### src/pcs_pkg.sv
// Purpose: shared constants and types of the programmable crc sequencer
// Assumes: 32-bit ahb-lite register bus, one 20 MHz clock that is the shift clock
// Notes:   register offsets are byte addresses of aligned words
package pcs_pkg;

    // ------------------------------------------------------------------
    // timing
    // ------------------------------------------------------------------
    localparam int CLK_FREQ_HZ       = 20_000_000;
    localparam int SHIFTS_PER_INSTR  = 2;  // shift clock runs at twice the instruction rate
    localparam int INSTR_FREQ_HZ     = CLK_FREQ_HZ / SHIFTS_PER_INSTR;

    // ------------------------------------------------------------------
    // register map
    // ------------------------------------------------------------------
    localparam logic [7:0] OFS_CONTROL_ONE = 8'h00;
    localparam logic [7:0] OFS_CONTROL_TWO = 8'h04;
    localparam logic [7:0] OFS_POLY_LOW    = 8'h08;
    localparam logic [7:0] OFS_POLY_HIGH   = 8'h0C;
    localparam logic [7:0] OFS_DATA_LOW    = 8'h10;
    localparam logic [7:0] OFS_DATA_HIGH   = 8'h14;
    localparam logic [7:0] OFS_RESULT_LOW  = 8'h18;
    localparam logic [7:0] OFS_RESULT_HIGH = 8'h1C;
    localparam logic [7:0] OFS_IRQ_FLAG    = 8'h20;
    localparam logic [7:0] OFS_IRQ_ENABLE  = 8'h24;

    // control one fields (reset value reads 16'h0040: only the empty flag)
    localparam int CON1_ENABLE_BIT  = 15;
    localparam int CON1_SIDL_BIT    = 13;
    localparam int CON1_COUNT_LSB   = 8;
    localparam int CON1_FULL_BIT    = 7;
    localparam int CON1_EMPTY_BIT   = 6;
    localparam int CON1_ISEL_BIT    = 5;
    localparam int CON1_GO_BIT      = 4;
    localparam int CON1_DIR_BIT     = 3;
    localparam logic [15:0] CON1_RESET = 16'h0040;

    // control two fields
    localparam int CON2_WIDTH_LSB   = 8;
    localparam int CON2_POLY_LENGTH_LSB    = 0;

    // interrupt flag and enable layout
    localparam int IRQ_CRC_BIT      = 3;

    // ------------------------------------------------------------------
    // fifo sizing by data width field
    // ------------------------------------------------------------------
    localparam logic [4:0] WIDTH_MAX_BYTE = 5'h07;
    localparam logic [4:0] WIDTH_MAX_HALF = 5'h0F;
    localparam logic [4:0] CAP_BYTE       = 5'h10;
    localparam logic [4:0] CAP_HALF       = 5'h08;
    localparam logic [4:0] CAP_WORD       = 5'h04;
    localparam int         FIFO_SLOTS     = 16;
    localparam int         HALF_W         = 16;

    // ------------------------------------------------------------------
    // ahb-lite
    // ------------------------------------------------------------------
    localparam logic [1:0] HTRANS_NONSEQ  = 2'h2;
    localparam logic       HRESP_OKAY     = 1'h0;

    typedef struct packed {
        logic        hsel;
        logic [31:0] haddr;
        logic [1:0]  htrans;
        logic        hwrite;
        logic [2:0]  hsize;
        logic        hready;
        logic [31:0] hwdata;
    } pcs_ahb_in_type;

    typedef struct packed {
        logic [31:0] hrdata;
        logic        hreadyout;
        logic        hresp;
    } pcs_ahb_out_type;

    // whole state of the sequencer
    typedef struct packed {
        logic                          enable;
        logic                          stop_in_idle;
        logic                          irq_source_select;
        logic                          calc_go;
        logic                          shift_direction;
        logic [4:0]                    data_width_field;
        logic [4:0]                    poly_length;
        logic [31:0]                   poly;
        logic [31:0]                   crc;
        logic [15:0]                   hold_low;
        logic [FIFO_SLOTS-1:0][31:0]   fifo;
        logic [3:0]                    wptr;
        logic [3:0]                    rptr;
        logic [4:0]                    fifo_word_count;
        logic [31:0]                   shift_word;
        logic                          shift_valid;
        logic [4:0]                    bit_count;
        logic [7:0]                    irq_flag;
        logic [7:0]                    irq_enable;
        logic                          irq;
        logic [7:0]                    bus_addr;
        logic                          bus_wr;
        logic                          bus_rd;
        logic [31:0]                   rdata;
        logic                          ready;
    } pcs_state_type;

endpackage : pcs_pkg

### src/pcs_shifter.sv
// Purpose: one step of the crc division, one message bit per call
// Assumes: polynomial length field holds the number of bits minus one
// Notes:   pure combinational; the caller owns the remainder register
`timescale 1ns/1ps
`default_nettype none
module pcs_shifter
    import pcs_pkg::*;
(
    input  wire logic [31:0] crc_in,
    input  wire logic [31:0] poly_in,
    input  wire logic [4:0]  poly_length_in,
    input  wire logic        data_bit_in,
    output logic      [31:0] crc_out
);

    // ------------------------------------------------------------------
    // feedback
    // ------------------------------------------------------------------
    // top bit of the remainder, chosen by the programmed length
    logic feedback;

    assign feedback = data_bit_in ^ crc_in[poly_length_in];

    // ------------------------------------------------------------------
    // per-bit taps
    // ------------------------------------------------------------------
    // bits above the length are held at zero so a shorter crc reads clean
    genvar i;
    generate
        for (i = 0; i < 32; i++) begin : g_tap
            if (i == 0) begin : g_low
                assign crc_out[i] = feedback & poly_in[i];
            end else begin : g_up
                assign crc_out[i] = (5'(i) <= poly_length_in)
                                  ? (crc_in[i-1] ^ (feedback & poly_in[i]))
                                  : 1'b0;
            end
        end
    endgenerate

endmodule : pcs_shifter
`default_nettype wire

### src/pcs_top.sv
// Purpose: programmable crc sequencer with data fifo, serial engine and ahb-lite registers
// Assumes: clk_sys_in is the shift clock; the instruction clock is half of it
// Notes:   sleep_in and idle_in come from the power controller on the same clock
//
// Implementation choices: register access over AHB-Lite and the address map.
`timescale 1ns/1ps
`default_nettype none
module pcs_top
    import pcs_pkg::*;
(
    input  wire logic            clk_sys_in,
    input  wire logic            rst_n_in,
    input  wire pcs_ahb_in_type  ahb_in,
    input  wire logic            sleep_in,
    input  wire logic            idle_in,
    output pcs_ahb_out_type      ahb_out,
    output logic                 irq_out
);

    // ------------------------------------------------------------------
    // state and reset value
    // ------------------------------------------------------------------
    localparam pcs_state_type STATE_RESET = '{ready: 1'b1, default: '0};

    pcs_state_type state_reg;
    pcs_state_type state_next;

    // ------------------------------------------------------------------
    // engine datapath
    // ------------------------------------------------------------------
    logic [4:0]  bit_index;
    logic [31:0] crc_step;

    // msb first walks down from the top bit of the data width
    assign bit_index = state_reg.shift_direction
                     ? state_reg.bit_count
                     : 5'(state_reg.data_width_field - state_reg.bit_count);

    pcs_shifter u_shifter (
        .crc_in         (state_reg.crc),
        .poly_in        (state_reg.poly),
        .poly_length_in (state_reg.poly_length),
        .data_bit_in    (state_reg.shift_word[bit_index]),
        .crc_out        (crc_step)
    );

    // ------------------------------------------------------------------
    // helpers
    // ------------------------------------------------------------------
    // fifo depth follows the data width field
    function automatic logic [4:0] fifo_cap(input logic [4:0] width_field);
        if (width_field <= WIDTH_MAX_BYTE) begin
            fifo_cap = CAP_BYTE;
        end else if (width_field <= WIDTH_MAX_HALF) begin
            fifo_cap = CAP_HALF;
        end else begin
            fifo_cap = CAP_WORD;
        end
    endfunction : fifo_cap

    // register read view; data registers read as zero
    function automatic logic [31:0] read_view(input pcs_state_type s, input logic [7:0] a);
        logic [15:0] con1;
        con1                                = '0;
        con1[CON1_ENABLE_BIT]               = s.enable;
        con1[CON1_SIDL_BIT]                 = s.stop_in_idle;
        con1[CON1_COUNT_LSB +: 5]           = s.fifo_word_count;
        con1[CON1_FULL_BIT]                 = s.fifo_word_count >= fifo_cap(s.data_width_field);
        con1[CON1_EMPTY_BIT]                = s.fifo_word_count == '0;
        con1[CON1_ISEL_BIT]                 = s.irq_source_select;
        con1[CON1_GO_BIT]                   = s.calc_go;
        con1[CON1_DIR_BIT]                  = s.shift_direction;
        unique case (a)
            OFS_CONTROL_ONE: read_view = {16'h0000, con1};
            OFS_CONTROL_TWO: read_view = {19'h0, s.data_width_field, 3'h0, s.poly_length};
            OFS_POLY_LOW:    read_view = {16'h0000, s.poly[15:0]};
            OFS_POLY_HIGH:   read_view = {16'h0000, s.poly[31:16]};
            OFS_RESULT_LOW:  read_view = {16'h0000, s.crc[15:0]};
            OFS_RESULT_HIGH: read_view = {16'h0000, s.crc[31:16]};
            OFS_IRQ_FLAG:    read_view = {24'h00_0000, s.irq_flag};
            OFS_IRQ_ENABLE:  read_view = {24'h00_0000, s.irq_enable};
            default:         read_view = 32'h0000_0000;
        endcase
    endfunction : read_view

    // ------------------------------------------------------------------
    // next state
    // ------------------------------------------------------------------
    logic        take;
    logic        freeze;
    logic        push;
    logic [31:0] push_word;
    logic        pop;
    logic        word_done;
    logic        calc_done;
    logic        irq_event;
    logic [15:0] wdata;
    logic [4:0]  cap;

    always_comb begin
        state_next = state_reg;
        wdata      = ahb_in.hwdata[15:0];
        push       = 1'b0;
        push_word  = '0;
        pop        = 1'b0;
        word_done  = 1'b0;
        calc_done  = 1'b0;
        irq_event  = 1'b0;
        cap        = fifo_cap(state_reg.data_width_field);

        // sleep, or idle with stop-in-idle set, freezes the engine; idle alone does not
        freeze = sleep_in | (idle_in & state_reg.stop_in_idle);

        // address phase: reads get one wait state so a preceding write is seen
        take                = ahb_in.hsel & ahb_in.hready & (ahb_in.htrans == HTRANS_NONSEQ);
        state_next.bus_wr   = take & ahb_in.hwrite;
        state_next.bus_rd   = take & ~ahb_in.hwrite;
        state_next.bus_addr = take ? ahb_in.haddr[7:0] : state_reg.bus_addr;
        state_next.ready    = ~(take & ~ahb_in.hwrite);
        if (state_reg.bus_rd) begin
            state_next.rdata = read_view(state_reg, state_reg.bus_addr);
        end

        // data phase of a write
        if (state_reg.bus_wr) begin
            unique case (state_reg.bus_addr)
                OFS_CONTROL_ONE: begin
                    state_next.enable            = wdata[CON1_ENABLE_BIT];
                    state_next.stop_in_idle      = wdata[CON1_SIDL_BIT];
                    state_next.irq_source_select = wdata[CON1_ISEL_BIT];
                    state_next.shift_direction   = wdata[CON1_DIR_BIT];
                    // go only sets on an enabled module; clearing it raises nothing
                    state_next.calc_go = wdata[CON1_GO_BIT]
                                       & (state_reg.enable | wdata[CON1_ENABLE_BIT]);
                end
                OFS_CONTROL_TWO: begin
                    state_next.data_width_field = wdata[CON2_WIDTH_LSB +: 5];
                    state_next.poly_length      = wdata[CON2_POLY_LENGTH_LSB +: 5];
                end
                OFS_POLY_LOW:  state_next.poly[15:0]  = wdata;
                OFS_POLY_HIGH: state_next.poly[31:16] = wdata;
                OFS_DATA_LOW: begin
                    // wide words wait for their upper half before entering the fifo
                    if (state_reg.data_width_field <= WIDTH_MAX_BYTE) begin
                        push      = 1'b1;
                        push_word = {24'h00_0000, wdata[7:0]};
                    end else if (state_reg.data_width_field <= WIDTH_MAX_HALF) begin
                        push      = 1'b1;
                        push_word = {16'h0000, wdata};
                    end else begin
                        state_next.hold_low = wdata;
                    end
                end
                OFS_DATA_HIGH: begin
                    if (state_reg.data_width_field > WIDTH_MAX_HALF) begin
                        push      = 1'b1;
                        push_word = {wdata, state_reg.hold_low};
                    end
                end
                // remainder is only writable while idle, so a run is never corrupted
                OFS_RESULT_LOW: begin
                    if (!state_reg.calc_go) begin
                        state_next.crc[15:0] = wdata;
                    end
                end
                OFS_RESULT_HIGH: begin
                    if (!state_reg.calc_go) begin
                        state_next.crc[31:16] = wdata;
                    end
                end
                OFS_IRQ_FLAG:   state_next.irq_flag   = state_reg.irq_flag & ~wdata[7:0];
                OFS_IRQ_ENABLE: state_next.irq_enable = wdata[7:0];
                default: ;
            endcase
        end

        // writes beyond capacity or to a disabled module are dropped
        push = push & state_reg.enable & (state_reg.fifo_word_count < cap);

        // serial engine: one bit per clock while running and not frozen
        if (state_reg.enable && state_reg.calc_go && !freeze) begin
            if (state_reg.shift_valid) begin
                state_next.crc       = crc_step;
                state_next.bit_count = 5'(state_reg.bit_count + 5'h01);
                word_done = state_reg.bit_count == state_reg.data_width_field;
            end
            if (!state_reg.shift_valid || word_done) begin
                if (state_reg.fifo_word_count != '0) begin
                    pop = 1'b1;
                end else if (!push) begin
                    calc_done = 1'b1;
                end
            end
        end

        // buffer reload overlaps the last bit so shifting never stalls while the fifo already holds the next word
        if (pop) begin
            state_next.shift_word  = state_reg.fifo[state_reg.rptr];
            state_next.shift_valid = 1'b1;
            state_next.bit_count   = '0;
            state_next.rptr        = 4'(state_reg.rptr + 4'h1);
        end else if (word_done) begin
            state_next.shift_valid = 1'b0;
        end
        if (push) begin
            state_next.fifo[state_reg.wptr] = push_word;
            state_next.wptr                 = 4'(state_reg.wptr + 4'h1);
        end
        state_next.fifo_word_count = 5'(state_reg.fifo_word_count + 5'(push) - 5'(pop));

        // completion clears go by itself
        if (calc_done) begin
            state_next.calc_go = 1'b0;
        end

        // interrupt source: completion or count falling from one to zero
        irq_event = state_reg.irq_source_select
                  ? (pop && !push && state_reg.fifo_word_count == 5'h01)
                  : calc_done;

        // disable flushes the fifo and drops any run in progress
        if (!state_next.enable) begin
            state_next.fifo_word_count = '0;
            state_next.wptr            = '0;
            state_next.rptr            = '0;
            state_next.shift_valid     = 1'b0;
            state_next.calc_go         = 1'b0;
        end

        // sticky flag: a new event wins over a write-one clear
        if (irq_event) begin
            state_next.irq_flag[IRQ_CRC_BIT] = 1'b1;
        end

        // pending events keep reaching the output even while frozen
        state_next.irq = |(state_next.irq_flag & state_next.irq_enable);
    end

    // ------------------------------------------------------------------
    // state register
    // ------------------------------------------------------------------
    always_ff @(posedge clk_sys_in or negedge rst_n_in) begin
        if (!rst_n_in) begin
            state_reg <= STATE_RESET;
        end else begin
            state_reg <= state_next;
        end
    end

    // ------------------------------------------------------------------
    // outputs from the state register; hresp is tied to okay
    // ------------------------------------------------------------------
    assign ahb_out.hrdata    = state_reg.rdata;
    assign ahb_out.hreadyout = state_reg.ready;
    assign ahb_out.hresp     = HRESP_OKAY;
    assign irq_out           = state_reg.irq;

endmodule : pcs_top
`default_nettype wire

### config.mk
export PLATFORM = sky130hd
export DESIGN_NAME = pcs_top
export DESIGN_NICKNAME = d
export VERILOG_FILES = /design/src/pcs_pkg.sv /design/src/pcs_shifter.sv /design/src/pcs_top.sv
export SDC_FILE = /design/constraint.sdc
export NUM_CORES = 2
export LEC_CHECK = 0
export ABC_AREA = 1
export BUFFER_PORTS_ARGS = -buffer_cell sky130_fd_sc_hd__buf_2
export CAP_MARGIN = 40
export CORE_MARGIN = 5
export CORE_UTILIZATION = 35
export DETAILED_ROUTE_END_ITERATION = 12
export GPL_TIMING_DRIVEN = 0
export PLACE_DENSITY_LB_ADDON = 0.1
export REMOVE_ABC_BUFFERS = 1
export SLEW_MARGIN = 20
export SYNTH_ARGS = -nofsm -noshare
export SYNTH_HDL_FRONTEND = slang
export SYNTH_SLANG_ARGS = --single-unit
### constraint.sdc
create_clock -name clk_sys_in -period 4.34 [get_ports clk_sys_in]
set_input_delay 0.868 -clock clk_sys_in [delete_from_list [all_inputs] [get_ports clk_sys_in]]
set_output_delay 0.868 -clock clk_sys_in [all_outputs]
set_load 0.01 [all_outputs]
== Word-level counts from Yosys, hierarchy flattened ==
Cells that the tools add are included.

* Add/sub/neg operators: 6
* Multipliers: 0
* Div/mod/pow operators: 0
* Magnitude comparators: 41
* Equality and inequality tests: 17
* Shifts and indexed selects: 0
* Muxes and demuxes: 95
* Bitwise operators: 81
* Reductions and logical operators: 22

{| class="wikitable"
|+ Operators with widths
! kind !! count
|-
| bitwise mux 512 bit || 1
|-
| two-way mux 32 bit || 7
|-
| two-way mux 16 bit || 11
|-
| binary-select mux 32 bit (select 4 bit) || 1
|-
| demux 32 bit (select 4 bit) || 1
|-
| case mux 16 bit (8 select lines) || 1
|-
| two-way mux 95 bit || 1
|-
| <= comparator 5 bit, first input constant || 16
|-
| case mux 32 bit (2 select lines) || 1
|-
| two-way mux 1 bit || 54
|-
| bitwise AND 1 bit || 40
|-
| <= comparator 4 x 5 -> 1 bit, first input constant || 8
|-
| two-way mux 5 bit || 7
|-
| == test 8 x 5 -> 1 bit, second input constant || 4
|-
| XOR 1 bit || 32
|-
| <= comparator 3 x 5 -> 1 bit, first input constant || 4
|-
| bitwise AND 8 bit || 2
|-
| == test 8 x 4 -> 1 bit, second input constant || 2
|-
| == test 8 x 6 -> 1 bit, second input constant || 2
|-
| two-way mux 8 bit || 2
|-
| two-way mux 13 bit || 1
|-
| less-than comparator 5 x 6 -> 1 bit, second input constant || 2
|-
| two-way mux 4 bit || 3
|-
| AND reduction 2 bit || 6
|-
| other kinds (36) || 53
|}

* Register bits after elaboration: 718
* Bits in latches: 0
* RAM bits: 0
* Memory bits (read-only): 0
* Bits of input ports: 76
* Output and inout port bits: 35
* Logic and storage cells: 303
* Memories kept: 0

== Logic depth before layout (Yosys ltp) ==
* Word-level depth: 15
* Mapped depth: 20
* Gate-level depth less buffers: 19

== By module ==
Synthesis repeated with hierarchy kept, for this count alone.

* Cell total of the unflattened synthesis: 4578
* Area, all modules: 34969.8 um^2

{| class="wikitable"
|+ Modules (own cells, without submodules)
! module !! instances !! cells each !! area an instance (um^2) !! sequential area each (um^2)
|-
| pcs_top || 1 || 4236 || 33442.1 || 17568.1
|-
| pcs_shifter || 1 || 342 || 1527.7 || 0.0
|}

== Worst setup path before layout ==
No wires, ideal clock.

* Path type: input-to-reg
* From: in idle_in
* To: reg state_reg[102] (netlist name)
* Library setup time: 133 ps
* Arrival time: 3072 ps
* Setup slack: 1136 ps
* Stages: 16
* Path buffers: 1
* Cell sequence: nand2_1 -> and3_1 -> inv_1 -> nor2_1 -> nand2_1 -> clkinv_1 -> clkbuf_1 -> ha_1 -> inv_1 -> ha_1 -> fa_1 -> nand2_1 -> a21oi_1 -> nor2_1 -> xor2_1 -> nor2_1

{| class="wikitable"
|+ RTL lines
! what !! RTL line !! RTL
|-
| from (decl) || pcs_top.sv:15 || <nowiki>input wire logic idle_in,</nowiki>
|-
| to (signal assigned) || pcs_top.sv:246 || <nowiki>state_reg <= state_next;</nowiki>
|-
| to (decl) || pcs_top.sv:25 || <nowiki>pcs_state_type state_reg;</nowiki>
|}

==> out/results.ini <==
[global_routing]
grt_usage=0.218
grt_first_pass_wirelength_um=174000
first_global_vias=27500
antenna_found_initial=0
grt_overflow=0
grt_max_degree=109

[final_layout]
largest_register_ffs=684
drive_gt1_frac=0.0805
layout_common_cells=nand2_1, dfrtp_1, o21ai_0
fin_area_mm2=0.0378
area_growth_pct=11.7
final_util=0.393
stdcell_count=5264
final_common_cell=nand2_1
fin_nets=4028
diodes=0

[die]
die_x_um=321
placementRows=114
start_util=0.352
die_h_um=321
ioPinCount=111
core_mm2=0.0963
dieArea_mm2=0.103

[drt]
routed_wl_um=114000
ant_nets=0
drc=0
drtPass1Iterations=5
vias=28200
drt_iter0_drc=2668
wl_per_cell_um=21.6
avgViaCountPerCell=5.35

[placement]
dpl_cell_area_mm2=0.0352
dp_hpwl_um=69200
portBuffers=50
gp_congestion=0.882
pre_cts_slack_ns=-0.0759
place_inst=5122

[synthesis]
syn_area_mm2=0.0338
synth.top_cell.area_share=0.518
async_reset_ff_frac=1.00
synth_seq_cells=702
synth_top_area_cell=dfrtp_1
yosysWarnings=0
yosysSeqAreaShare=0.519
synthFlopType=dfrtp_1
synth.avg_cell_area_um2=8.33
synth_cell_types=57
syn-instance-count=4063
synth_area_leaders=dfrtp_1, o21ai_0, nand2_1, nor2_1, o21ai_1
synth-edff-count=0

[run_status]
outcome=completed

[timing]
hold_viol=0
fin_skew_ns=0.0312
layout_setup_ws_ns=0.447
setup_viol=0
fin_crit_ns=3.89
rsz0062_at_grt=no
period_share=0.897
fmax_ghz=0.257
relSlewSlack=0.467
drv_slew=0
tightestPinTransition_ns=0.795

[cts]
insertion_delay_ns=0.65
numClockSinks=702
clockRootBuffer=clkbuf_16
numCtsBuffers=82
cts_tree=done
clkSlewWorstSetupHoldPaths_ns=0.06
htreeDepth=3
clockBufferDepth=3

[critical_path]
arrival_ns=4.40
cp-end-kind=register
crit_slowest_cell=fa_1
path_cells=inv_1 -> ha_1 -> inv_1 -> nor3_1 -> nand2_1 -> nand2_1 -> inv_1 -> nor2_1 -> nand2_4 -> clkinv_2 -> buf_12 -> ha_1 -> inv_1 -> ha_1 -> fa_1 -> nand2_1 -> a21oi_1 -> nor2_1 -> xor2_1 -> nor2_1
worstPathRequired_ns=4.84
path_max_fanout=27
critPathMostFrequentCell=inv_1
startpoint_type=register
slowest_delay_ns=0.42
critPathKind=reg -> reg

[power]
leakagePower_nw=17.9
irDropWorstVdd_v=0.000251
finalPower_w=0.0143
cellPowerDensity_mw_per_mm2=379

[flow_run]
cap_violations=0

[worst_hold_path]
hold_path.class=in -> async

-- area by class of cell --
class | instances | area, um2
fillers | 9961 | 58500
clock buffers | 120 | 2350
clock inverters | 21 | 203
flip-flops and latches | 702 | 17600
inverters | 255 | 986
well taps | 1276 | 1600
repair buffers | 98 | 1380
multi-input cells | 2792 | 13700
-- layer usage --
metal / track usage / vias up / part of all wire
li1: - / 13400 / -
met4: 0.0527 / 0 / 0.024
met5: 0 / - / 0
met2: 0.343 / 692 / 0.45
met1: 0.318 / 13900 / 0.48
met3: 0.0325 / 158 / 0.050
-- worst max-delay path: cells and delay by family, from the launching register on --
kind / cells / cell delay, ns
XOR/XNOR: 1 / 0.17
adder cells (fa/ha/maj): 4 / 1.28
AO/OA/AOI/OAI: 1 / 0.06
flip-flops: 1 / 0.36
buffers and inverters: 6 / 1.00
AND/OR/NAND/NOR: 8 / 0.85
-- kinds of logic after synthesis --
group | after synthesis | share of synthesized area
buffers and inverters | 585 | 0.0791
xor gates and xnor gates | 4 | 0.00104
AOI/OAI and AO/OA | 1275 | 0.209
DFF | 702 | 0.519
and+or+nand+nor | 1474 | 0.183
adders and majority gates | 21 | 0.00821
other | 1 | 0.000111
muxes | 1 | 0.000296
-- power by group --
group	internal [W]	switching (W)
registers	0.00665	0.000101
clock network	0.00387	0.00285
logic	0.000258	0.000605
total	0.0108	0.00356
-- stage by stage --
stage | hold WS [ns] | TNS [ns]
after floorplan | 0.445 | -176.83
after detailed placement | 0.463 | -0.0759
after global routing | 0.144 | 0
after CTS | 0.117 | 0
final | 0.140 | 0
after global placement | 0.459 | -
-- cell usage after synthesis (all sizes together) (19+ instances only) --
cell type  instances
buf              138
nor2             435
nand3            210
clkbuf           192
dfrtp            701
nor3              24
a21oi            124
inv              249
nand2            794
o221ai            86
ha                19
o22ai             55
o21ai            900
a31oi             23
o21a              20
-- what timing repair did --
item	CTS	global route
endpoints found under the hold margin	0	0
buffers inserted	0	0
gates resized for setup	0	1
hold buffers	0	0
setup endpoints to repair	0	1
-- final timing paths --
kind / from / end / slack (ns) / cells past startpoint
setup / recovery: state_reg[63] / state_reg[102] / 0.45 / 20
hold / removal: rst_n_in / state_reg[229] / 0.14 / 1
setup reg to reg: state_reg[63] / state_reg[102] / 0.45 / 20
hold reg to reg: ahb_out[4] / ahb_out[4] / 0.47 / 1
max in group asynchronous: rst_n_in / state_reg[105] / 2.04 / 5
min in group clk_sys_in: ahb_in[36] / state_reg[33] / 0.41 / 2
(Power assumes the default switching activity.)
